$ cat src/rtl/flash_unlock_pkg.sv
// Constants and types shared by the program flash unlock and address block
package flash_unlock_pkg;

  // Register byte offsets on the register bus
  localparam logic [7:0] OFF_CTRL         = 8'h00;
  localparam logic [7:0] OFF_UNLOCK_KEY   = 8'h04;
  localparam logic [7:0] OFF_TARGET_ADDR  = 8'h08;

  // Control register field positions
  localparam int         CTRL_OP_LSB      = 0;
  localparam int         CTRL_START_BIT   = 15;
  localparam int         CTRL_BUSY_BIT    = 16;
  localparam int         CTRL_UNLOCK_BIT  = 17;
  localparam int         CTRL_ERR_BIT     = 18;

  // Values after reset
  localparam logic [31:0] KEY_RESET       = 32'h00000000;
  localparam logic [31:0] ADDR_RESET      = 32'h00000000;

  // Alignment of the target address per operation (log2 of bytes)
  localparam int         WORD_LSB         = 2;
  localparam int         ROW_LSB          = 7;
  localparam int         PAGE_LSB         = 10;

  // Bus responses
  localparam logic [1:0] RESP_OKAY        = 2'h0;
  localparam logic [1:0] RESP_DECERR      = 2'h3;

  typedef enum logic [2:0] {
    OP_NONE       = 3'b000,
    OP_WORD_PROG  = 3'b001,
    OP_ROW_PROG   = 3'b010,
    OP_PAGE_ERASE = 3'b011,
    OP_BULK_ERASE = 3'b100
  } flash_op_e;

endpackage

$ cat src/rtl/flash_program_unlock_address.sv
// Unlock key, target address and operation launch for the program flash array
`timescale 1ns/1ns

// Notes on behaviour
// RULE_01: Unlock key register is write-only, resets to zero, every read returns zero.
// RULE_02: Flash operations launch only after a completed unlock sequence; stray writes refused.
// RULE_03: Target address register is 32-bit read/write, cleared to zero at reset.
// RULE_04: Bulk erase ignores the target address completely.
// RULE_05: Page erase acts on the page selected by the target address.
// RULE_06: Row programming acts on the row selected by the target address.
// RULE_07: Word programming acts on the word at the target address.
// RULE_08: Unlock keys are parameters; a wrong or out-of-order key restarts the sequence.
module flash_program_unlock_address #(
  // Arbitrary default keys; set per product
  parameter logic [31:0] UNLOCK_KEY_FIRST  = 32'h5A5A0001,
  parameter logic [31:0] UNLOCK_KEY_SECOND = 32'hA5A50002
) (
  input  wire logic        CLK,
  input  wire logic        RST,
  input  wire logic [31:0] AWADDR,
  input  wire logic        AWVALID,
  output logic             AWREADY,
  input  wire logic [31:0] WDATA,
  input  wire logic [3:0]  WSTRB,
  input  wire logic        WVALID,
  output logic             WREADY,
  output logic [1:0]       BRESP,
  output logic             BVALID,
  input  wire logic        BREADY,
  input  wire logic [31:0] ARADDR,
  input  wire logic        ARVALID,
  output logic             ARREADY,
  output logic [31:0]      RDATA,
  output logic [1:0]       RRESP,
  output logic             RVALID,
  input  wire logic        RREADY,
  output logic             FLASH_REQ,
  output logic [2:0]       FLASH_OP,
  output logic [31:0]      FLASH_ADDR,
  input  wire logic        FLASH_DONE
);

  typedef struct packed {
    logic                      aw_got;
    logic [7:0]                aw_addr;
    logic                      w_got;
    logic [31:0]               wdata;
    logic [3:0]                wstrb;
    logic                      bvalid;
    logic [1:0]                bresp;
    logic                      rvalid;
    logic [31:0]               rdata;
    logic [1:0]                rresp;
    logic                      key_stage;
    logic                      unlocked;
    flash_unlock_pkg::flash_op_e op;
    logic [31:0]               target_addr;
    logic                      busy;
    logic                      err;
    flash_unlock_pkg::flash_op_e flash_op;
    logic [31:0]               flash_addr;
  } state_s;

  state_s      state_reg;
  state_s      state_next;
  logic        wr_fire;
  logic        rd_fire;
  logic [7:0]  wr_addr;
  logic [7:0]  rd_addr;
  logic        key_write;
  logic        start_write;

  localparam state_s STATE_RESET = '{
    aw_got: 1'b0, aw_addr: 8'h00, w_got: 1'b0, wdata: 32'h00000000, wstrb: 4'h0,
    bvalid: 1'b0, bresp: flash_unlock_pkg::RESP_OKAY, rvalid: 1'b0, rdata: 32'h00000000,
    rresp: flash_unlock_pkg::RESP_OKAY, key_stage: 1'b0, unlocked: 1'b0,
    op: flash_unlock_pkg::OP_NONE, target_addr: flash_unlock_pkg::ADDR_RESET, busy: 1'b0,
    err: 1'b0, flash_op: flash_unlock_pkg::OP_NONE, flash_addr: 32'h00000000};

  assign AWREADY     = !state_reg.aw_got && !state_reg.bvalid;
  assign WREADY      = !state_reg.w_got && !state_reg.bvalid;
  assign ARREADY     = !state_reg.rvalid;
  assign BVALID      = state_reg.bvalid;
  assign BRESP       = state_reg.bresp;
  assign RVALID      = state_reg.rvalid;
  assign RDATA       = state_reg.rdata;
  assign RRESP       = state_reg.rresp;
  assign FLASH_REQ   = state_reg.busy;
  assign FLASH_OP    = state_reg.flash_op;
  assign FLASH_ADDR  = state_reg.flash_addr;

  assign wr_fire     = state_reg.aw_got && state_reg.w_got && !state_reg.bvalid;
  assign rd_fire     = ARVALID && ARREADY;
  assign wr_addr     = {state_reg.aw_addr[7:2], 2'b00};
  assign rd_addr     = {ARADDR[7:2], 2'b00};
  assign key_write   = wr_fire && (wr_addr == flash_unlock_pkg::OFF_UNLOCK_KEY);
  assign start_write = wr_fire && (wr_addr == flash_unlock_pkg::OFF_CTRL) && state_reg.wstrb[1]
                       && state_reg.wdata[flash_unlock_pkg::CTRL_START_BIT];

  ////////////////////////////////////////////////////////////////////////////
  // Next state

  always_comb begin
    state_next = state_reg;
    if (AWVALID && AWREADY) begin
      state_next.aw_got  = 1'b1;
      state_next.aw_addr = AWADDR[7:0];
    end
    if (WVALID && WREADY) begin
      state_next.w_got = 1'b1;
      state_next.wdata = WDATA;
      state_next.wstrb = WSTRB;
    end
    if (state_reg.bvalid && BREADY) begin
      state_next.bvalid = 1'b0;
    end
    if (state_reg.busy && FLASH_DONE) begin
      state_next.busy = 1'b0;
    end
    if (wr_fire) begin
      state_next.aw_got = 1'b0;
      state_next.w_got  = 1'b0;
      state_next.bvalid = 1'b1;
      state_next.bresp  = flash_unlock_pkg::RESP_OKAY;
      unique case (wr_addr)
        flash_unlock_pkg::OFF_CTRL: begin
          if (state_reg.wstrb[0]) begin
            state_next.op = flash_unlock_pkg::flash_op_e'(state_reg.wdata[2:0]);
          end
          // Clear first so that a same-cycle error sets it again
          if (state_reg.wstrb[2] && state_reg.wdata[flash_unlock_pkg::CTRL_ERR_BIT]) begin
            state_next.err = 1'b0;
          end
          if (start_write) begin
            // Unlock is spent by any start attempt, good or bad
            state_next.unlocked  = 1'b0;
            state_next.key_stage = 1'b0;
            if (state_reg.unlocked && !state_reg.busy && state_next.op != flash_unlock_pkg::OP_NONE
                && state_next.op <= flash_unlock_pkg::OP_BULK_ERASE) begin  // RULE_02
              state_next.busy     = 1'b1;
              state_next.flash_op = state_next.op;
              unique case (state_next.op)
                flash_unlock_pkg::OP_WORD_PROG:                                           // RULE_07
                  state_next.flash_addr = {state_reg.target_addr[31:flash_unlock_pkg::WORD_LSB],
                                           {flash_unlock_pkg::WORD_LSB{1'b0}}};
                flash_unlock_pkg::OP_ROW_PROG:                                            // RULE_06
                  state_next.flash_addr = {state_reg.target_addr[31:flash_unlock_pkg::ROW_LSB],
                                           {flash_unlock_pkg::ROW_LSB{1'b0}}};
                flash_unlock_pkg::OP_PAGE_ERASE:                                          // RULE_05
                  state_next.flash_addr = {state_reg.target_addr[31:flash_unlock_pkg::PAGE_LSB],
                                           {flash_unlock_pkg::PAGE_LSB{1'b0}}};
                default:
                  state_next.flash_addr = 32'h00000000;  // RULE_04
              endcase
            end else begin
              state_next.err = 1'b1;  // RULE_02
            end
          end
        end
        flash_unlock_pkg::OFF_UNLOCK_KEY: begin
          // Partial-lane writes never match a key
          if (state_reg.wstrb == 4'hF && !state_reg.key_stage && state_reg.wdata == UNLOCK_KEY_FIRST) begin
            state_next.key_stage = 1'b1;
            state_next.unlocked  = 1'b0;
          end else if (state_reg.wstrb == 4'hF && state_reg.key_stage
                       && state_reg.wdata == UNLOCK_KEY_SECOND) begin
            state_next.key_stage = 1'b0;
            state_next.unlocked  = 1'b1;
          end else begin
            state_next.key_stage = 1'b0;  // RULE_08
            state_next.unlocked  = 1'b0;  // RULE_08
          end
        end
        flash_unlock_pkg::OFF_TARGET_ADDR: begin
          for (int i = 0; i < 4; i++) begin
            if (state_reg.wstrb[i]) begin
              state_next.target_addr[8*i +: 8] = state_reg.wdata[8*i +: 8];  // RULE_03
            end
          end
        end
        default: state_next.bresp = flash_unlock_pkg::RESP_DECERR;
      endcase
    end
    if (state_reg.rvalid && RREADY) begin
      state_next.rvalid = 1'b0;
    end
    if (rd_fire) begin
      state_next.rvalid = 1'b1;
      state_next.rresp  = flash_unlock_pkg::RESP_OKAY;
      unique case (rd_addr)
        flash_unlock_pkg::OFF_CTRL:
          state_next.rdata = {13'h0000, state_reg.err, state_reg.unlocked, state_reg.busy, 13'h0000, state_reg.op};
        flash_unlock_pkg::OFF_UNLOCK_KEY:  state_next.rdata = flash_unlock_pkg::KEY_RESET;  // RULE_01
        flash_unlock_pkg::OFF_TARGET_ADDR: state_next.rdata = state_reg.target_addr;        // RULE_03
        default: begin
          state_next.rdata = 32'h00000000;
          state_next.rresp = flash_unlock_pkg::RESP_DECERR;
        end
      endcase
    end
  end

  always_ff @(posedge CLK or posedge RST) begin
    if (RST) begin
      state_reg <= STATE_RESET;
    end else begin
      state_reg <= state_next;
    end
  end
endmodule

$ cat config.mk
export PLATFORM = sky130hd
export DESIGN_NAME = flash_program_unlock_address
export DESIGN_NICKNAME = d
export VERILOG_FILES = /design/src/rtl/flash_unlock_pkg.sv /design/src/rtl/flash_program_unlock_address.sv
export SDC_FILE = /design/constraint.sdc
export NUM_CORES = 1
export LEC_CHECK = 0
export BUFFER_PORTS_ARGS = -buffer_cell sky130_fd_sc_hd__buf_4
export CAP_MARGIN = 20
export CORE_AREA = 2 2 122 124
export CTS_BUF_LIST = sky130_fd_sc_hd__clkbuf_2
export CTS_CLUSTER_DIAMETER = 40
export CTS_CLUSTER_SIZE = 24
export DETAILED_ROUTE_END_ITERATION = 6
export DIE_AREA = 0 0 124 126
export PLACE_DENSITY = 0.84
export SLEW_MARGIN = 10
export SYNTH_ARGS = -nofsm -noshare
export SYNTH_HDL_FRONTEND = slang
export SYNTH_SLANG_ARGS = --single-unit
$ cat constraint.sdc
create_clock -name CLK -period 3.9 [get_ports CLK]
set_clock_uncertainty 0.1 [all_clocks]
set_input_delay 0 -clock CLK [delete_from_list [all_inputs] [get_ports CLK]]
set_output_delay 0 -clock CLK [all_outputs]
set_load 0.02 [all_outputs]
Word-level counts from Yosys, hierarchy flattened
Cells that the tools add are included.

storage, ports and cells
  bits of input ports = 108
  output and inout port bits = 77
  flip-flop bits (word level) = 158

operators by class
  multiplexer cells = 27
  order comparisons = 1
  reductions and logical operators = 44
  equal/unequal tests = 11

operator list
  operator                                                            count
  37-bit two-way mux                                                  4
  32-bit case mux with 3 select lines                                 1
  35-bit two-way mux                                                  2
  32-bit case mux with 2 select lines                                 1
  32-bit by 31-bit == test with 1-bit output (second input constant)  1
  32-bit == test (second input constant)                              1
  1-bit logical AND                                                   21
  8-bit zero test                                                     2
  3-bit AND reduction                                                 5
  6-bit by 1-bit == test with 1-bit output (second input constant)    2
  6-bit by 2-bit == test with 1-bit output (second input constant)    2
  3-bit two-way mux                                                   4
  2-bit nonzero test                                                  5
  1-bit two-way mux                                                   9
  9-bit two-way mux                                                   1
  2-bit two-way mux                                                   4
  3-bit by 2-bit == test with 1-bit output (second input constant)    2
  1-bit zero test                                                     6
  3-bit OR reduction                                                  2
  4-bit == test (second input constant)                               1
  2-bit case mux with 2 select lines                                  1
  4-bit AND reduction                                                 1
  3-bit by 1-bit == test with 1-bit output (second input constant)    1
  3-bit less-or-equal comparator (second input constant)              1
  other kinds (3)                                                     3

Longest topological paths before layout
Gate-level depths: netlist (run 1).

  depth in word-level cells = 10
  gate-level depth with buffers = 7
  mapped depth without buffers = 4

Least setup slack after synthesis (run 1)
No wires, ideal clock.

  kind = reg-to-reg
  start = register state_reg[153] in the netlist's numbering
  end = register state_reg, in the netlist FLASH_ADDR[10]
  data arrival time = 2286 ps
  clock period less this slack = 2511 ps
  path slack = 1389 ps
  cell stages (with the launch flop) = 7
  path buffers = 2
  setup time = 125 ps
  cells stage by stage = dfrtp_1 or3_1 buf_2 or4_4 a2111oi_4 buf_6 mux2_4

between the ends
  cells in the longest elaborated chain, start to end = 5

ends and longest elaborated chain
  item                                      line                                                                     RTL
  from (decl)                               flash_program_unlock_address.sv:64                                       state_s state_reg;
  from (signal assigned)                    flash_program_unlock_address.sv:207                                      state_reg <= state_next;
  8-bit zero test (*)                       flash_program_unlock_address.sv:97, flash_program_unlock_address.sv:125
  1-bit logical AND (2 in series)           flash_program_unlock_address.sv:97                                       assign start_write = wr_fire && (wr_addr == flash_unlock_pkg::OFF_CTRL) && state_reg.wstrb[1]
  1-bit logical AND                         flash_program_unlock_address.sv:98                                       && state_reg.wdata[flash_unlock_pkg::CTRL_START_BIT];
  4-bit AND reduction (no source line) (*)  n/a

Mark *: on every way between the ends. The rest lies on a longest branch, timed or not.
A chain may end at the register's enable or synchronous reset.

Worst setup path in the final report (run 1)
  start = input port ARADDR[6]
  end = register state_reg, in the netlist RDATA[1]

between the ends
  cells in the longest elaborated chain, start to end = 2
  elaborated cells on any way between the ends = 3
  classes of those cells = eq/ne (1); mux (1); reduce/logical (1)

ends and longest elaborated chain
  item                                                                         line                                 RTL
  from (decl)                                                                  flash_program_unlock_address.sv:30   input wire logic [31:0] ARADDR,
  6-bit by 2-bit == test with 1-bit output or 8-bit zero test (tied branches)  flash_program_unlock_address.sv:190  unique case (rd_addr)
  32-bit case mux with 2 select lines (*)                                      flash_program_unlock_address.sv:190

Marks and branches as above.

==> results of run 1 <==
through the flow:
stage               cell area (um^2)  power [mW]
global placement                7550        3.37
floorplan                       6940        3.07
CTS                             8970        4.62
detailed placement              7550        3.45
finish                          8980        4.63
global route                    8980        4.87
routing by layer:
metal,up-vias,part of all wire,GRT usage
met4,0,0.029,0.100
met5,-,0,0
met3,36,0.057,0.0571
li1,2173,-,-
met1,2376,0.40,0.260
met2,158,0.51,0.379
kinds of logic after synthesis:
logic type	after synthesis	share of synthesized area
xor+xnor	2	0.00253
simple gates	96	0.0748
other cells	1	0.000541
buf+inv	126	0.111
mux	119	0.204
flops	152	0.549
compound gates	52	0.0583
layout make-up:
cell class,instances,area share
multi-input cells,271,0.263
clock buffers,19,0.0106
repair buffers,249,0.239
inverters,33,0.0142
well taps,184,0.0256
flip-flops and latches,152,0.424
diodes,1,0.000279
clock inverters,13,0.0226
Yosys cell counts (2+ instances only):
cell type and count:
buf_2 4, nand3b_1 3, nand2_1 23, buf_4 71
or4_1 2, and4b_1 3, or3b_2 2, o21ai_0 13
nor3_1 2, buf_1 2, clkbuf_1 13, nor4bb_1 3
a22o_1 26, and3_1 3, mux2i_1 13, a21o_1 3
and2_1 2, dfrtp_1 152, buf_6 3, a21oi_1 4
nand4_1 3, xnor2_1 2, mux2_4 24, mux2_2 82
nor4_1 4, o41ai_1 2, nand3_1 2, nand2b_1 2
nor4b_1 2, nor2_1 28, nand2_2 4, inv_1 33
or3_1 3
final timing paths:
path	cells past startpoint	endpoint	slack (ns)	start
worst max register to register	5	FLASH_ADDR[25]	1.15	state_reg[112]
min in group asynchronous	4	RDATA[15]	0.37	RST
worst max-delay path	8	RDATA[1]	0.96	ARADDR[6]
max in group asynchronous	5	state_reg[115]	2.06	RST
worst min register to register	2	RDATA[17]	0.43	RDATA[17]
worst min-delay path	4	RDATA[0]	0.17	ARADDR[3]
power groups by stage:
| stage | Clock (mW) | Sequential, mW | Combinational, mW |
|---|---|---|---|
| floorplan | 0 | 2.19 | 0.882 |
| global placement | 0 | 2.33 | 1.04 |
| detailed placement | 0 | 2.37 | 1.09 |
| CTS | 1.06 | 2.33 | 1.22 |
| global route | 1.13 | 2.40 | 1.35 |
| finish | 1.04 | 2.35 | 1.24 |
worst max-delay path: stages:
cell and delay (ns):
dlygate4sd3_1 0.53, buf_4 0.13, or4_1 0.46, dlygate4sd3_1 0.60, or3_1 0.42, dlygate4sd3_1 0.66
o21ai_0 0.16, dlygate4sd3_1 0.56
==> results by group, run 1 <==
Power and ir drop
  – Proportion of power drawn by flip-flops and latches: 0.508
  – Comb power frac: 0.267
  – Pwr Density: 516 nW/um^2
  – Share of total power in the clock network: 0.225
  – Switch share: 0.330
  – Static leakage: 4.29 nW
  – Peak supply drop: 0.000478 V
  – Internal power component: approximately 3.1 mW
  – Switching power: between 1.5 and 2 mW

Setup path
  – Critical Setup Path Class: primary input to flip-flop
  – Setup crit end kind: flip-flop
  – CP startpoint kind: primary input
  – Worst path arrival time: 3.52 ns
  – Data required time at the worst endpoint: ~4.5 ns
  – Max Fanout on Critical Path: 5

GRT
  – Total congestion overflow: 0
  – Pin count of the biggest net entering global routing: 69
  – Number of global-route vias before repair: 5216
  – Overall routing resource usage: 0.222
  – Initial antenna violation count: 1
  – Wire length of the first global-routing pass: 26300 um

Synth
  – Largest area contributor in the netlist: dfrtp_1
  – Area share of the largest cell type after synthesis: 0.549
  – Part of the Yosys area used for sequential elements: 0.549
  – Commonest register cell after synthesis: dfrtp_1
  – Number of enable-type register cells in the synthesized netlist: 0
  – Proportion of register bits with asynchronous set or reset after synthesis: 1.00
  – Post-synthesis area per instance: 12.6 um^2
  – Post-Synthesis Cells: 548
  – Cell area after synthesis: 6930 um^2
  – Syn. warnings: 0
  – Area contributors post-synth: dfrtp_1, mux2_2, buf_4
  – FF+latch count, synth: between 150 and 200
  – Distinct cell type count after synthesis: 43

Die
  – Starting density of the core: 0.484
  – IO Count: 185
  – Die Span Y: 126 um
  – Die Footprint: 15600 um^2
  – Row cnt: 44
  – Core box area: 14300 um^2
  – Die X-Extent: around 120 um

Clocking
  – TritonCTS clock tree: yes
  – Deepest level of the CTS H-tree: 4
  – Number of hold-repair buffers added at the cts stage: 112
  – Bufs on Longest Clock Path: 2
  – Resized Gates After CTS: 0
  – Clock sink count: 152
  – Clock root buffer: clkbuf_2
  – Clock latency at the later pin of the worst-skew pair: 0.72 ns
  – Clock transition at the register clock pins on the worst setup and hold paths after CTS: 0.22 ns
  – Count of buffers added by post-CTS timing repair for setup: 0
  – TritonCTS Buffers: 17

Min path
  – Worst hold-check path type: primary input to flip-flop

Timing
  – Setup repair after global routing missed its margin: false
  – Share of the clock period used by the worst path: 0.755
  – Minimum period implied by the final worst setup slack: slightly below 3 ns
  – Worst-Margin Slew: 1.00 ns
  – Setup WS post-layout: 0.956 ns
  – Sum Neg Setup Slack: 0 ns
  – Worst max-slew margin expressed relative to the limit: 0.327
  – Final worst hold slack: 0.175 ns
  – Peak clock frequency supported by timing: 0.340 GHz
  – Count of final hold-check violations: 0
  – Max-slew violation total from the final report: 0
  – # setup viols final: 0

Routing
  – Number of violations reported at the end of detailed-routing iteration 0: 231
  – Total iterations of the first detailed-routing run: 4
  – Per-cell routed wire length: 17.8 um
  – Ratio of routed vias to standard cells: about 5.1
  – Remaining design rule violation count: 0
  – Number of nets still failing antenna checks after routing: 0
  – Total vias in the final route: 4743
  – WL final: roughly 16000 um

Layout
  – Area occupied by multi-input gates: 2360 um^2
  – Post-layout util: 0.627
  – Max FFs per register: 82
  – Nets: 832
  – Sequential cell area: 3800 um^2
  – Highest-count cells in the layout ignoring fill and taps: dfrtp_1, buf_4, dlygate4sd3_1
  – Filler cell count in the final layout: 1122
  – Share of cells above drive strength 1: 0.392
  – Most common library cell in the layout ignoring fill and taps: dfrtp_1
  – Non-filler cells in the finished layout: 922
  – Synth-to-Final Area Change: 29.6%

Placed design
  – GP Congestion: 0.815
  – DPL Wire Length: 10700 um
  – Post-placement cell count: 777
  – Worst Setup Slack post-DPL: 1.13 ns
  – Number of port buffers: 130

Run status
  – Run status: finished clean

Job
  – Count of maximum capacitance violations: 0
Note: power is estimated with default switching activity, not from simulation.
==> inputs of run 2 (changes only) <==
- ABC_AREA: not set -> 1
- CORE_AREA: 2 2 122 124 -> 2 2 124 126
- DIE_AREA: 0 0 124 126 -> 0 0 126 128
- PLACE_DENSITY: 0.84 -> 0.81
- clock period: 3.9 -> 2.9 ns (I/O delays scaled with it)
==> results by group, run 2 <==
Synth
  – Post-Synth XOR/XNOR Area: 0 (-0.00253)
  – Largest area contributor in the netlist: dfrtp_1
  – Multiplexer area fraction after synthesis: 0.0254 (-0.179)
  – FF+latch count, synth: 152 (unchanged)
  – Number of enable-type register cells in the synthesized netlist: 0 (unchanged)
  – Most instantiated cells after synthesis: nand2_1, dfrtp_1, nor2_1
  – Dominant combinational cell family by area after synthesis: simple AND/OR/NAND/NOR gates
  – Commonest register cell after synthesis: dfrtp_1
  – Area share of the largest cell type after synthesis: 0.537 (-0.0123)
  – Post-synthesis compound-gate area fraction: 0.0888 (+0.0305)
  – Syn. warnings: 0 (unchanged)
  – Fraction of the mapped netlist area in adder cells: 0 (unchanged)
  – Cell area after synthesis: 7090 um^2 (+2.3%)
  – Part of the Yosys area used for sequential elements: 0.537 (-0.0123)
  – Proportion of register bits with asynchronous set or reset after synthesis: 1.00 (unchanged)
  – Distinct cell type count after synthesis: 26 (-40%)
  – Post-synthesis area per instance: 8.76 um^2 (-31%)
  – Top-count cell post-synth: nand2_1
  – Area contributors post-synth: dfrtp_1, nand2_1, buf_4
  – Post-synthesis share of cell area spent on and, or, nand and nor gates: 0.207 (+0.132)
  – Post-Synthesis Cells: 809 (+48%)

Layout
  – Total non-filler cell area in the finished layout: 9660 um^2 (+7.6%)
  – Highest-count cells in the layout ignoring fill and taps: nand2_1, dlygate4sd3_1, dfrtp_1
  – Synth-to-Final Area Change: 36.3%
  – Post-layout util: 0.650 (+0.0227)
  – Number of antenna diodes: 0 (-1)
  – Share of cells above drive strength 1: 0.201 (-0.191)
  – Nets: 1145 (+38%)
  – Max FFs per register: 82 (unchanged)
  – Most common library cell in the layout ignoring fill and taps: nand2_1

Timing
  – Setup repair after global routing missed its margin: false
  – Share of the clock period used by the worst path: 0.998
  – Setup WS post-layout: 0.00679 ns (-0.949 ns)
  – Peak clock frequency supported by timing: around 0.35 GHz
  – Worst max-slew margin expressed relative to the limit: 0.340 (+0.0134)
  – Sum Neg Setup Slack: 0 ns (unchanged)
  – Worst-Margin Slew: 0.990 ns (-0.0111 ns)
  – Max-slew violation total from the final report: 0 (unchanged)
  – Minimum period implied by the final worst setup slack: 2.89 ns
  – Count of final hold-check violations: 0 (unchanged)
  – # setup viols final: 0 (unchanged)

Die
  – Die X-Extent: 126 um (+1.6%)
  – Row cnt: 45 (+2.3%)
  – Core box area: 14900 um^2 (+3.8%)
  – Die Span Y: 128 um (+1.6%)
  – IO Count: 185 (unchanged)
  – Die Footprint: 16100 um^2 (+3.2%)
  – Starting density of the core: 0.477 (-0.00724)

Power and ir drop
  – Internal power component: 4.24 mW (+37%)
  – Switch share: 0.376 (+0.0463)
  – Comb power frac: 0.373 (+0.106)
  – Pwr Density: 704 nW/um^2 (+36%)
  – Static leakage: 4.76 nW (+11%)
  – Switching power: 2.56 mW (+67%)
  – Peak supply drop: 0.000591 V (+24%)
  – Proportion of power drawn by flip-flops and latches: 0.445 (-0.063)
  – Share of total power in the clock network: 0.182 (-0.043)

GRT
  – Pin count of the biggest net entering global routing: 139 (+100%)
  – Overall routing resource usage: 0.241 (+0.0189)
  – Total congestion overflow: 0 (unchanged)
  – Number of global-route vias before repair: 6097 (+17%)
  – Wire length of the first global-routing pass: 30800 um (+17%)
  – Initial antenna violation count: 0 (-1)

Clocking
  – Clock latency at the later pin of the worst-skew pair: 0.76 ns (+0.04 ns)
  – Clock root buffer: clkbuf_2
  – Clock sink count: 152 (unchanged)
  – Clock transition at the register clock pins on the worst setup and hold paths after CTS: 0.21 ns (about the same)
  – Deepest level of the CTS H-tree: 4 (unchanged)
  – Count of buffers added by post-CTS timing repair for setup: 0 (unchanged)
  – TritonCTS Buffers: 17 (unchanged)
  – TritonCTS clock tree: yes
  – Bufs on Longest Clock Path: 2 (unchanged)

Routing
  – Remaining design rule violation count: 0 (unchanged)
  – Per-cell routed wire length: 15.3 um (-14%)
  – Number of nets still failing antenna checks after routing: 0 (unchanged)
  – Total vias in the final route: 6161 (+30%)
  – Ratio of routed vias to standard cells: 4.98 (-3.3%)
  – Number of violations reported at the end of detailed-routing iteration 0: 596 (+160%)
  – WL final: 19000 um (+16%)
  – Total iterations of the first detailed-routing run: 5 (+1)

Placed design
  – Worst Setup Slack post-DPL: 0.540 ns (-0.591 ns)
  – GP Congestion: 0.897 (+10%)
  – Number of port buffers: 130 (unchanged)
  – DPL Wire Length: 10900 um (+2.1%)
  – Post-place instance area: 7650 um^2 (+1.3%)

Setup path
  – Slowest cell on the critical path: dlygate4sd3_1
  – List of cells traversed by the critical path: dlygate4sd3_1, buf_4, nor2_1, dlygate4sd3_1, nand3_1, dlygate4sd3_1, buf_6, nand3_1, dlygate4sd3_1, nand2_1, dlygate4sd3_1
  – Data required time at the worst endpoint: 3.46 ns (-1.01 ns)
  – Worst R2R Setup Slack: 0.15 ns (-1.00 ns)
  – Endpoint of the worst register-to-register path: state_reg[136]
  – Critical Setup Path Class: primary input to flip-flop
  – Endpoint of the worst setup timing path: RRESP[0]
  – CP startpoint kind: primary input
  – Worst r2r path cells: 7 (+2)
  – Max Fanout on Critical Path: 33 (+28)
  – Largest stage delay on the critical path: 0.61 ns (-0.05 ns)
  – Worst path arrival time: 3.45 ns (-0.07 ns)
  – Startpoint of the worst-slack reg-to-reg timing path: BVALID
  – Setup crit end kind: flip-flop
  – Most common cell on crit path: dlygate4sd3_1
  – Crit path launch: ARADDR[6]

Run status
  – Run status: finished clean

Job
  – Count of maximum capacitance violations: 0 (unchanged)

Min path
  – Worst hold-check path type: primary input to flip-flop
-- run 2: changes by cell type after synthesis, sizes merged, moves of 32 or more --
cell / before / now
nor2: 28 / 101
inv: 33 / 77
mux2: 106 / 16
a21oi: 4 / 36
o21ai: 13 / 50
nand2: 27 / 188
nand3: 2 / 48
-- run 2: layout make-up --
class | instances | area (um^2)
clock buffer | 18 | 90.1
clock inverter | 14 | 158
fill | 1150 | 5200
inverter | 77 | 293
multi-input combinational | 478 | 2290
sequential | 152 | 3800
tap | 188 | 235
timing repair buffer | 311 | 2790
-- run 2: layer usage --
metal | up-vias | GRT usage | part of all wire
met3 | 41 | 0.0522 | 0.045
met5 | - | 0 | 0
met2 | 216 | 0.409 | 0.50
li1 | 2955 | - | -
met4 | 0 | 0.0763 | 0.018
met1 | 2949 | 0.310 | 0.44
-- run 2: kinds of logic after synthesis --
family / after synthesis
and+or+nand+nor: 348
buffers and inverters: 180
DFF: 152
AOI/OAI and AO/OA: 112
muxes: 16
other: 1
-- run 2: per-stage QoR --
stage | power (mW) | hold WS [ns] | std cells
finish | 6.80 | 0.0891 | 1238
global route | 7.20 | 0.0539 | 1238
CTS | 6.62 | 0.0705 | 1238
detailed placement | 4.74 | -0.0910 | 1031
global placement | 4.68 | -0.0920 | 1031
floorplan | 4.27 | -0.0194 | 810
-- run 2: critical path: cells and delay by family --
| family | cells | cell delay (ns) |
|---|---|---|
| simple gates | 4 | 0.29 |
| buf+inv | 7 | 3.14 |
-- run 2: timing repair --
| item | 4_1_cts | 5_1_grt |
|---|---|---|
| hold buffers | 175 | 0 |
| endpoints found under the setup margin | 0 | 6 |
| gates resized for setup | 0 | 2 |
| hold endpoints to repair | 232 | 0 |
-- run 2: worst min-delay path by stage --
stage,from,endpoint,slack [ns],depth (start not counted)
after global routing,WVALID,state_reg[148],0.05,4
final,WVALID,state_reg[148],0.09,4
after detailed placement,RST,state_reg[139],-0.09,2
after global placement,RST,state_reg[139],-0.09,2
after CTS,AWVALID,state_reg[157],0.07,4
after floorplan,FLASH_DONE,FLASH_REQ,-0.02,1
-- run 2: power by group through the flow --
stage               sequential [mW]  clock (mW)  combinational [mW]
detailed placement             3.01           0                1.74
floorplan                      2.91           0                1.37
global route                   3.07        1.35                2.77
finish                         3.02        1.24                2.54
CTS                            2.96        1.26                2.40
global placement               2.98           0                1.69
